[src/design/src_pkg.sv]
// Package: register map, field layout and response constants for capture
package src_pkg;
  // Register byte offsets
  localparam logic [7:0] OFF_CMD_CTRL = 8'h0C;
  localparam logic [7:0] OFF_RESP0 = 8'h10;
  localparam logic [7:0] OFF_RESP1 = 8'h14;
  localparam logic [7:0] OFF_RESP2 = 8'h18;
  localparam logic [7:0] OFF_RESP3 = 8'h1C;
  localparam logic [7:0] OFF_ERR_STAT = 8'h30;
  localparam logic [7:0] OFF_ERR_MASK = 8'h34;
  localparam logic [7:0] OFF_ISSUE = 8'h38;
  // Command control field positions
  localparam int CTL_DATA_BIT = 5;
  localparam int CTL_IDXCHK_BIT = 4;
  localparam int CTL_CRCCHK_BIT = 3;
  localparam int CTL_RSVD_BIT = 2;
  localparam logic [15:0] CTL_WRITE_MASK = 16'hFF_FB;
  localparam logic [15:0] CTL_RESET = 16'h0000;
  // Response type encodings
  localparam logic [1:0] RSP_NONE = 2'h0;
  localparam logic [1:0] RSP_L136 = 2'h1;
  localparam logic [1:0] RSP_L48 = 2'h2;
  localparam logic [1:0] RSP_L48B = 2'h3;
  // Response lengths in bits
  localparam logic [7:0] LEN_SHORT = 8'h30;
  localparam logic [7:0] LEN_LONG = 8'h88;
  // Status bits
  localparam int ST_IDX = 0;
  localparam int ST_CRC = 1;
  localparam int ST_DONE = 2;
  localparam int ST_BUSYEND = 3;
  localparam int ST_AUTOERR = 4;
  localparam int ST_W = 5;
  // Issue register fields: [5:0] index, [8] auto command slot
  localparam int ISS_AUTO_BIT = 8;
  // Idle levels of the link pins: DAT0, CMD pulled up, clock low
  localparam logic [2:0] PIN_IDLE = 3'b110;
  // Bits outside the CRC: long header byte, CRC field plus end bit
  localparam logic [7:0] CRC_HEAD_SKIP = 8'h08;
  localparam logic [7:0] CRC_TAIL_SKIP = 8'h08;
endpackage

[src/design/src_capture.sv]
// Response capture, index and CRC checking, response store and registers
//
// Design decision made here: register access over Wishbone.
`timescale 1ns/10ps
`default_nettype none
//
// Contract
// - Data-present bit set only for data commands
// - Index check flags mismatch when enabled
// - CRC check flags failure when enabled
// - Two-bit response type selects length/busy
// - Busy type monitors busy after response
// - Four response words at 010h-01Ch
// - Short response bits 39:8 to word0
// - Auto stop response into bits 127:96
// - Long response bits 127:8 to 119:0
// - CRC covers 47:8 or 127:8
// - Auto count response high, errors separate
// - Concurrent no-data response into bits 31:0
// - Unwritten store bits stay unchanged
// - Index or CRC error raises interrupt
module src_capture
  import src_pkg::*;
(
  // Clock and reset
  input wire logic clk_sys,
  input wire logic rst,
  // Wishbone slave
  input wire logic wb_cyc_i,
  input wire logic wb_stb_i,
  input wire logic wb_we_i,
  input wire logic [7:0] wb_adr_i,
  input wire logic [3:0] wb_sel_i,
  input wire logic [31:0] wb_dat_i,
  output logic [31:0] wb_dat_o,
  output logic wb_ack_o,
  // Card link
  input wire logic sdClk,
  input wire logic sdCmdIn,
  input wire logic sdDat0In,
  // Outputs toward command engine
  output logic dataPresent,
  output logic busyActive,
  output logic irq
);
  // Receiver states: idle, waiting for start bit, shifting, busy
  typedef enum {IDLE, WAITSTART, SHIFT, BUSY} src_state_e;

  // Link pins handled by the synchroniser loop
  localparam int NSYNC = 3;
  localparam int PIN_CLK = 0;
  localparam int PIN_CMD = 1;
  localparam int PIN_DAT0 = 2;

  // Raw link pins gathered for the loop below
  wire logic [NSYNC-1:0] pinRaw = {sdDat0In, sdCmdIn, sdClk};
  wire logic [NSYNC-1:0] pinSync;

  // Two flip-flops per pin; only the second stage is read by logic
  // Reset to the idle levels so no false edge follows reset
  generate
    for (genvar g = 0; g < NSYNC; g++)
    begin : g_sync
      logic meta_reg;
      logic sync_reg;
      always_ff @(posedge clk_sys or posedge rst)
      begin
        if (rst)
        begin
          meta_reg <= PIN_IDLE[g];
          sync_reg <= PIN_IDLE[g];
        end
        else
        begin
          meta_reg <= pinRaw[g];
          sync_reg <= meta_reg;
        end
      end
      assign pinSync[g] = sync_reg;
    end
  endgenerate

  // Delayed clock level for rise detection
  logic clkPrev_reg;
  always_ff @(posedge clk_sys or posedge rst)
  begin
    if (rst)
      clkPrev_reg <= PIN_IDLE[PIN_CLK];
    else
      clkPrev_reg <= pinSync[PIN_CLK];
  end

  // Synchronised link signals; command and data lag the clock equally,
  // so the bit seen at a rise is the one the card set up before it
  wire logic sdRise = pinSync[PIN_CLK] & ~clkPrev_reg;
  wire logic cmdBit = pinSync[PIN_CMD];
  wire logic dat0Bit = pinSync[PIN_DAT0];

  // Register state
  logic [15:0] ctl_reg;
  logic [127:0] store_reg;
  logic [ST_W-1:0] stat_reg;
  logic [ST_W-1:0] mask_reg;
  logic [5:0] expIdx_reg;
  logic autoSlot_reg;
  logic [31:0] rdat_reg;
  logic ack_reg;

  // Bus decode; a request is taken only while ack is low
  wire logic busReq = wb_cyc_i & wb_stb_i & ~ack_reg;
  wire logic wrReq = busReq & wb_we_i;
  wire logic rdReq = busReq & ~wb_we_i;
  // Address hits for the registers with side effects
  wire logic hitCtl = wb_adr_i == OFF_CMD_CTRL;
  wire logic hitMask = wb_adr_i == OFF_ERR_MASK;
  wire logic hitStat = wb_adr_i == OFF_ERR_STAT;
  wire logic hitIssue = wb_adr_i == OFF_ISSUE;
  // Byte lanes widened to a bit mask
  wire logic [31:0] selMask = {{8{wb_sel_i[3]}}, {8{wb_sel_i[2]}},
    {8{wb_sel_i[1]}}, {8{wb_sel_i[0]}}};
  // Response type and issue strobe
  wire logic [1:0] rspType = ctl_reg[1:0];
  wire logic issueStart = wrReq & hitIssue & wb_sel_i[0];

  // Read mux; unmapped addresses read zero
  // Registers narrower than the bus read zero in the upper bits
  wire logic [31:0] rdMux =
    hitCtl ? {16'h0000, ctl_reg} :
    (wb_adr_i == OFF_RESP0) ? store_reg[31:0] :
    (wb_adr_i == OFF_RESP1) ? store_reg[63:32] :
    (wb_adr_i == OFF_RESP2) ? store_reg[95:64] :
    (wb_adr_i == OFF_RESP3) ? store_reg[127:96] :
    hitStat ? {27'h0, stat_reg} :
    hitMask ? {27'h0, mask_reg} :
    hitIssue ? {23'h0, autoSlot_reg, 2'h0, expIdx_reg} : 32'h0000_0000;

  // Ack one cycle after the taking edge; busReq stays low while ack
  // stands, so each request gets exactly one pulse
  always_ff @(posedge clk_sys or posedge rst)
  begin
    if (rst)
      ack_reg <= 1'b0;
    else
      ack_reg <= busReq;
  end

  // Read data captured at the taking edge, valid with the ack
  always_ff @(posedge clk_sys or posedge rst)
  begin
    if (rst)
      rdat_reg <= 32'h0000_0000;
    else if (rdReq)
      rdat_reg <= rdMux;
  end
  // Outputs come straight from the flops
  assign wb_ack_o = ack_reg;
  assign wb_dat_o = rdat_reg;

  // Control register; the reserved bit is never stored, so it reads 0
  wire logic [15:0] ctl_next = (ctl_reg & ~selMask[15:0]) |
    (wb_dat_i[15:0] & selMask[15:0] & CTL_WRITE_MASK);
  always_ff @(posedge clk_sys or posedge rst)
  begin
    if (rst)
      ctl_reg <= CTL_RESET;
    else if (wrReq & hitCtl)
      ctl_reg <= ctl_next;
  end

  // Interrupt mask; only the low byte lane carries bits
  always_ff @(posedge clk_sys or posedge rst)
  begin
    if (rst)
      mask_reg <= '0;
    else if (wrReq & hitMask & wb_sel_i[0])
      mask_reg <= wb_dat_i[ST_W-1:0];
  end

  // Expected index and slot, latched by every issue write with byte lane 0; a write
  // while a frame is in flight changes the compare of that frame
  always_ff @(posedge clk_sys or posedge rst)
  begin
    if (rst)
    begin
      expIdx_reg <= 6'h00;
      autoSlot_reg <= 1'b0;
    end
    else if (issueStart)
    begin
      expIdx_reg <= wb_dat_i[5:0];
      autoSlot_reg <= wb_dat_i[ISS_AUTO_BIT];
    end
  end

  // Data-present is a driver setting handed on to the data path
  // The block does not check it against the response type
  always_ff @(posedge clk_sys or posedge rst)
  begin
    if (rst)
      dataPresent <= 1'b0;
    else
      dataPresent <= ctl_reg[CTL_DATA_BIT];
  end

  // Receiver state
  src_state_e state_reg;
  src_state_e state_next;
  logic [135:0] shift_reg;
  logic [7:0] cnt_reg;
  logic [7:0] len_reg;
  logic [6:0] crc_reg;

  // Frame kind from the response type field
  wire logic isLong = rspType == RSP_L136;
  wire logic withBusy = rspType == RSP_L48B;
  wire logic armReq = issueStart & (rspType != RSP_NONE);

  // Sequencer events, all qualified by a sampled clock rise
  // The last bit is the end bit; the frame is complete at that rise
  wire logic startSeen = (state_reg == WAITSTART) & sdRise & ~cmdBit;
  wire logic bitIn = (state_reg == SHIFT) & sdRise;
  wire logic lastBit = (cnt_reg == len_reg - 8'h01) & sdRise;
  wire logic doneEv = bitIn & lastBit;
  wire logic busyEnd = (state_reg == BUSY) & sdRise & dat0Bit;

  // Next state; an issue write with no response leaves it idle
  always_comb
  begin
    state_next = state_reg;
    unique case (state_reg)
      IDLE:
        if (armReq)
          state_next = WAITSTART;
      WAITSTART:
        if (startSeen)
          state_next = SHIFT;
      SHIFT:
        if (doneEv)
          state_next = withBusy ? BUSY : IDLE;
      BUSY:
        if (busyEnd)
          state_next = IDLE;
    endcase
  end

  // State register
  always_ff @(posedge clk_sys or posedge rst)
  begin
    if (rst)
      state_reg <= IDLE;
    else
      state_reg <= state_next;
  end

  // Frame length, fixed when the receiver is armed
  // Length picks which rise carries the end bit
  always_ff @(posedge clk_sys or posedge rst)
  begin
    if (rst)
      len_reg <= LEN_SHORT;
    else if (state_reg == IDLE && armReq)
      len_reg <= isLong ? LEN_LONG : LEN_SHORT;
  end

  // Bit counter; the start bit counts as bit one
  // It stops with the receiver and reloads at each start bit
  always_ff @(posedge clk_sys or posedge rst)
  begin
    if (rst)
      cnt_reg <= 8'h00;
    else if (startSeen)
      cnt_reg <= 8'h01;
    else if (bitIn)
      cnt_reg <= cnt_reg + 8'h01;
  end

  // Frame shifter, first bit ends up on top
  // The whole frame is kept; the store takes its slice at the end bit
  always_ff @(posedge clk_sys or posedge rst)
  begin
    if (rst)
      shift_reg <= '0;
    else if (startSeen)
      shift_reg <= '0;
    else if (bitIn)
      shift_reg <= longRsp;
  end

  // CRC7 update for one received bit
  wire logic crcFb = crc_reg[6] ^ cmdBit;
  wire logic [6:0] crc_next = {crc_reg[5:3], crc_reg[2] ^ crcFb,
    crc_reg[1:0], crcFb};
  // Long frames leave the header byte out, all frames the CRC and end bit
  wire logic crcCover = isLong ? (cnt_reg >= CRC_HEAD_SKIP) : 1'b1;
  wire logic crcStep = bitIn & crcCover &
    (cnt_reg < len_reg - CRC_TAIL_SKIP);

  // CRC register, cleared at the start bit
  // The start bit is zero, so a cleared register absorbs it unchanged
  always_ff @(posedge clk_sys or posedge rst)
  begin
    if (rst)
      crc_reg <= 7'h00;
    else if (startSeen)
      crc_reg <= 7'h00;
    else if (crcStep)
      crc_reg <= crc_next;
  end

  // Frame as it stands once the current bit is shifted in
  wire logic [47:0] shortRsp = {shift_reg[46:0], cmdBit};
  wire logic [135:0] longRsp = {shift_reg[134:0], cmdBit};
  // Received CRC sits in bits 7:1 of either frame
  wire logic [6:0] rxCrc = shortRsp[7:1];
  // Checks, each only when its enable bit is set
  wire logic idxBad = ctl_reg[CTL_IDXCHK_BIT] & ~isLong &
    (shortRsp[45:40] != expIdx_reg);
  wire logic crcBad = ctl_reg[CTL_CRCCHK_BIT] & (crc_reg != rxCrc);

  // Busy flag; high from the end bit until DAT0 returns high
  always_ff @(posedge clk_sys or posedge rst)
  begin
    if (rst)
      busyActive <= 1'b0;
    else
      busyActive <= state_reg == BUSY;
  end

  // Response store: only the addressed slice is written, the rest
  // keeps its value so an auto response survives a plain short one
  always_ff @(posedge clk_sys or posedge rst)
  begin
    if (rst)
      store_reg <= '0;
    else if (doneEv)
    begin
      if (isLong)
        store_reg[119:0] <= longRsp[127:8];
      else if (autoSlot_reg)
        store_reg[127:96] <= shortRsp[39:8];
      else
        store_reg[31:0] <= shortRsp[39:8];
    end
  end

  // Status events; auto slot errors go to their own bit
  // Busy end marks DAT0 released after a busy-type response
  wire logic [ST_W-1:0] evSet;
  assign evSet[ST_IDX] = doneEv & idxBad & ~autoSlot_reg;
  assign evSet[ST_CRC] = doneEv & crcBad & ~autoSlot_reg;
  assign evSet[ST_DONE] = doneEv;
  assign evSet[ST_BUSYEND] = busyEnd;
  assign evSet[ST_AUTOERR] = doneEv & autoSlot_reg & (idxBad | crcBad);
  // A status read clears all bits
  wire logic statRd = rdReq & hitStat;

  // Sticky status; an event in the clearing cycle is kept
  always_ff @(posedge clk_sys or posedge rst)
  begin
    if (rst)
      stat_reg <= '0;
    else
      stat_reg <= (statRd ? '0 : stat_reg) | evSet;
  end

  // Interrupt level, one cycle behind the status
  // Masked bits stay set in status but never raise the line
  always_ff @(posedge clk_sys or posedge rst)
  begin
    if (rst)
      irq <= 1'b0;
    else
      irq <= |(stat_reg & mask_reg);
  end
endmodule
`default_nettype wire

[config.mk]
export PLATFORM = sky130hd
export DESIGN_NAME = src_capture
export DESIGN_NICKNAME = d
export VERILOG_FILES = /design/src/design/src_pkg.sv /design/src/design/src_capture.sv
export SDC_FILE = /design/constraint.sdc
export NUM_CORES = 1
export LEC_CHECK = 0
export BUFFER_PORTS_ARGS = -buffer_cell sky130_fd_sc_hd__buf_2
export CAP_MARGIN = 20
export CORE_ASPECT_RATIO = 0.5
export CORE_MARGIN = 2
export CORE_UTILIZATION = 55
export DETAILED_ROUTE_END_ITERATION = 6
export GPL_ROUTABILITY_DRIVEN = 0
export PLACE_DENSITY = 0.77
export SLEW_MARGIN = 20
export SYNTH_ARGS = -nofsm -noshare
export SYNTH_HDL_FRONTEND = slang
export SYNTH_SLANG_ARGS = --single-unit
[constraint.sdc]
create_clock -name clk_sys -period 19.3 [get_ports clk_sys]
set_input_delay 3.86 -clock clk_sys [delete_from_list [all_inputs] [get_ports clk_sys]]
set_output_delay 3.86 -clock clk_sys [all_outputs]
set_load 0.005 [all_outputs]
==> summary.md <==
| Metric | Value |
|---|---|
| Status | finished, final reports clean |
| Die height | 121 microns |
| Max FFs per register | roughly 130 |
| Peak supply drop | between 0.00007 and 0.00008 V |
| Pins Over Slew Limit | 0 |
| Pin count of the biggest net entering global routing | approximately 150 |
| CTS tree | built |
| Top cells by count, synth | nand2_1 (373), dfrtp_1 (345), a21oi_1 (142) |
| Flops & latches, synth | 350 |
| RSZ-0062 raised after global routing | no |
| Antenna violations before repair | 0 |
| Reg clk slew, reported paths | roughly 60 ps |
| Min Clock Period, post-route | around 6200 ps |
| Critical path origin | wb_adr_i[2] |
| R2r setup slk | 16,090 ps |
| Clock Skews | ~16 ps |
| Port Buffers | between 60 and 70 |
| Pwr/cell area | 91.4 mW/mm^2 |
| Post-synth top flop | dfrtp_1 |
| Netlist cell types | 57 |
| DRT iter0 DRCs | 1,138 |
| Mapped Cells | about 1,400 |
| DRT antenna net count | 0 |
| Setup crit end kind | register |
| Num CTS Buffers | 30 |
| Hold_ws | 346 ps |
| WL/cell | ~19 microns |
| Place WS | approximately 13,000 ps |
| Synth top area share | between 50% and 60% |
| Die ar. | a little under 0.03 sq mm |
| Worst R2R End | store_reg[27] |
| Die width | around 240 microns |
| Slew headroom | between 20% and 30% |
| Clock root cell | clkbuf_16 |
| Worst Path Required | between 15,000 and 20,000 ps |
| Ys async rst share | between 90% and 100% |
| Routed vias/inst | around 6.0 |
| Fin crit share | 31.9% |
| Clk sinks | 350 |
| Via count | around 11,000 |
| First-pass DRT Iterations | 6 |
| Critical path destination | wb_dat_o[4] |
| Number of global-route vias before repair | approximately 11,000 |
| Post-Syn Area | 0.0151 sq mm |
| Fmax | approximately 160 MHz |
| Hold Crit Class | reg2reg |
| Final Hold Fails | 0 |
| Number of post-CTS setup repair buffers | 0 |
| Hold buffer count at CTS | 0 |
| Finished Layout Cells | approximately 1,800 |
| DRC viols | 0 |
| Critical path class | in2reg |
| Top-count cell post-synth | nand2_1 |
| First-pass GRT wire length | 57,000 microns |
| GRT Total Usage | approximately 25% |
| Worst Tran Pin Value | 1090 ps |
| Leakage power | 7.95 nW |
| Initial Util | 56.4% |
| Placed cell count | around 1,800 |
| Net Count, Synth | between 1,000 and 1,500 |
| Mean area per synthesized cell | 10.5 sq um |
| Layout cells sized above 1 | between 10% and 20% |
| # Max-Cap Violations | 0 |
| Global route overflow | 0 |
| FF-to-FF path depth | 7 |
| Final Core Density | a little over three fifths |
| Area leader, netlist | dfrtp_1 |
| Synth-to-layout area growth | 10.6% |
| PostCTS Resize Cnt | 0 |
| CTS Buffer Depth | 3 |
| Crit-path max FO | 39 |
| Number of enable flip-flop cells after synthesis | 0 |
| Clock latency at the later pin of the worst-skew pair | between 500 and 600 ps |
| Sequential area share after synthesis | about three fifths |
| Final setup viols | 0 |
| Htree depth | 1 |
| Power Total | roughly 1.5 mW |
| Crit path DAT | ~6700 ps |
| Startpoint Class | primary input |
| Core area | between 0.02 and 0.03 sq mm |
| Fin area | roughly 0.017 sq mm |
| Worst Setup Slack, final | between 10,000 and 15,000 ps |
| Antenna cells | 0 |
| Reg2reg start | len_reg[5] |
| Drt total wl | 34,900 microns |
| Setup TNS | 0 ps |
| # rows | 42 |
| Hpwl dp | around 22,000 microns |
| Top cells by area, synth | dfrtp_1 (57%), mux2_2 (10%), nand2_1 (9.3%) |
| Placed cell area | 0.0156 sq mm |
| Syn. warnings | 0 |
| Final nets | around 1,500 |
| Ports | 88 |
==> area by class of cell <==
cell class | instances | area, sq um
clock buffers | 45 | 888
clock inverters | 9 | 124
fillers | 2115 | 10000
inverters | 12 | 57.6
multi-input cells | 974 | 5910
flip-flops and latches | 350 | 8760
well taps | 352 | 440
repair buffers | 86 | 473
==> routing by layer <==
layer	track usage, %	up-vias	part of all wire [%]	wire length [microns]
li1	-	4958	-	-
met1	33.6	5563	42	14600
met2	41.4	378	49	17000
met3	3.98	83	6.3	2190
met4	7.97	0	2.9	1020
met5	0	-	0	0
==> how the worst min path moves through the flow <==
stage,start,slack [ps],cells past startpoint,to
finish,g_sync[1].meta_reg,350,0,cmdBit
global placement,g_sync[0].meta_reg,330,0,g_sync[0].sync_reg
detailed placement,g_sync[0].meta_reg,350,0,g_sync[0].sync_reg
global route,g_sync[1].meta_reg,350,0,cmdBit
floorplan,g_sync[0].meta_reg,330,0,g_sync[0].sync_reg
CTS,g_sync[2].meta_reg,350,0,dat0Bit
==> cells in the final DEF, fill, tap and decap left out, types with 6 or more instances in the layout <==
cell type,synthesis,routed
nand2_1,373,371
dfrtp_1,345,345
a21oi_1,142,142
mux2_2,137,137
buf_2,22,69
nor2_1,53,53
clkbuf_16,0,31
o21ai_0,29,29
o221ai_1,29,29
a31oi_1,24,24
mux2i_1,22,22
nand3_1,19,19
buf_4,0,17
nor3_1,16,16
xor2_1,14,14
inv_1,12,11
a211oi_1,11,11
ha_1,11,11
and3_1,8,8
clkbuf_1,64,8
xnor2_1,7,7
nand2b_1,8,7
o211ai_1,7,7
clkbuf_8,0,6
==> where the power goes <==
part	total (mW)	switching [mW]	leakage, nW	internal (mW)
clock network	0.626	0.269	0.501	0.357
logic	0.117	0.0801	2.63	0.0371
registers	0.780	0.0234	4.83	0.756
==> worst max-delay path, stage by stage <==
cell	delay, ps
buf_2	690
inv_1	480
nand2_1	850
o221ai_1	230
a211oi_1	360
a211o_1	150
==> cell families (layout without fill, tap and decap cells) <==
family	after synthesis	count (layout)	synth area share, %
AOI/OAI and AO/OA	272	272	11.0
xor gates and xnor gates	21	21	1.22
adders and majority gates	11	11	0.914
buffers and inverters	105	152	2.80
DFF	350	350	58.2
muxes	159	159	11.7
and+or+nand+nor	511	511	14.1
Power figures use the tool's default switching activity.
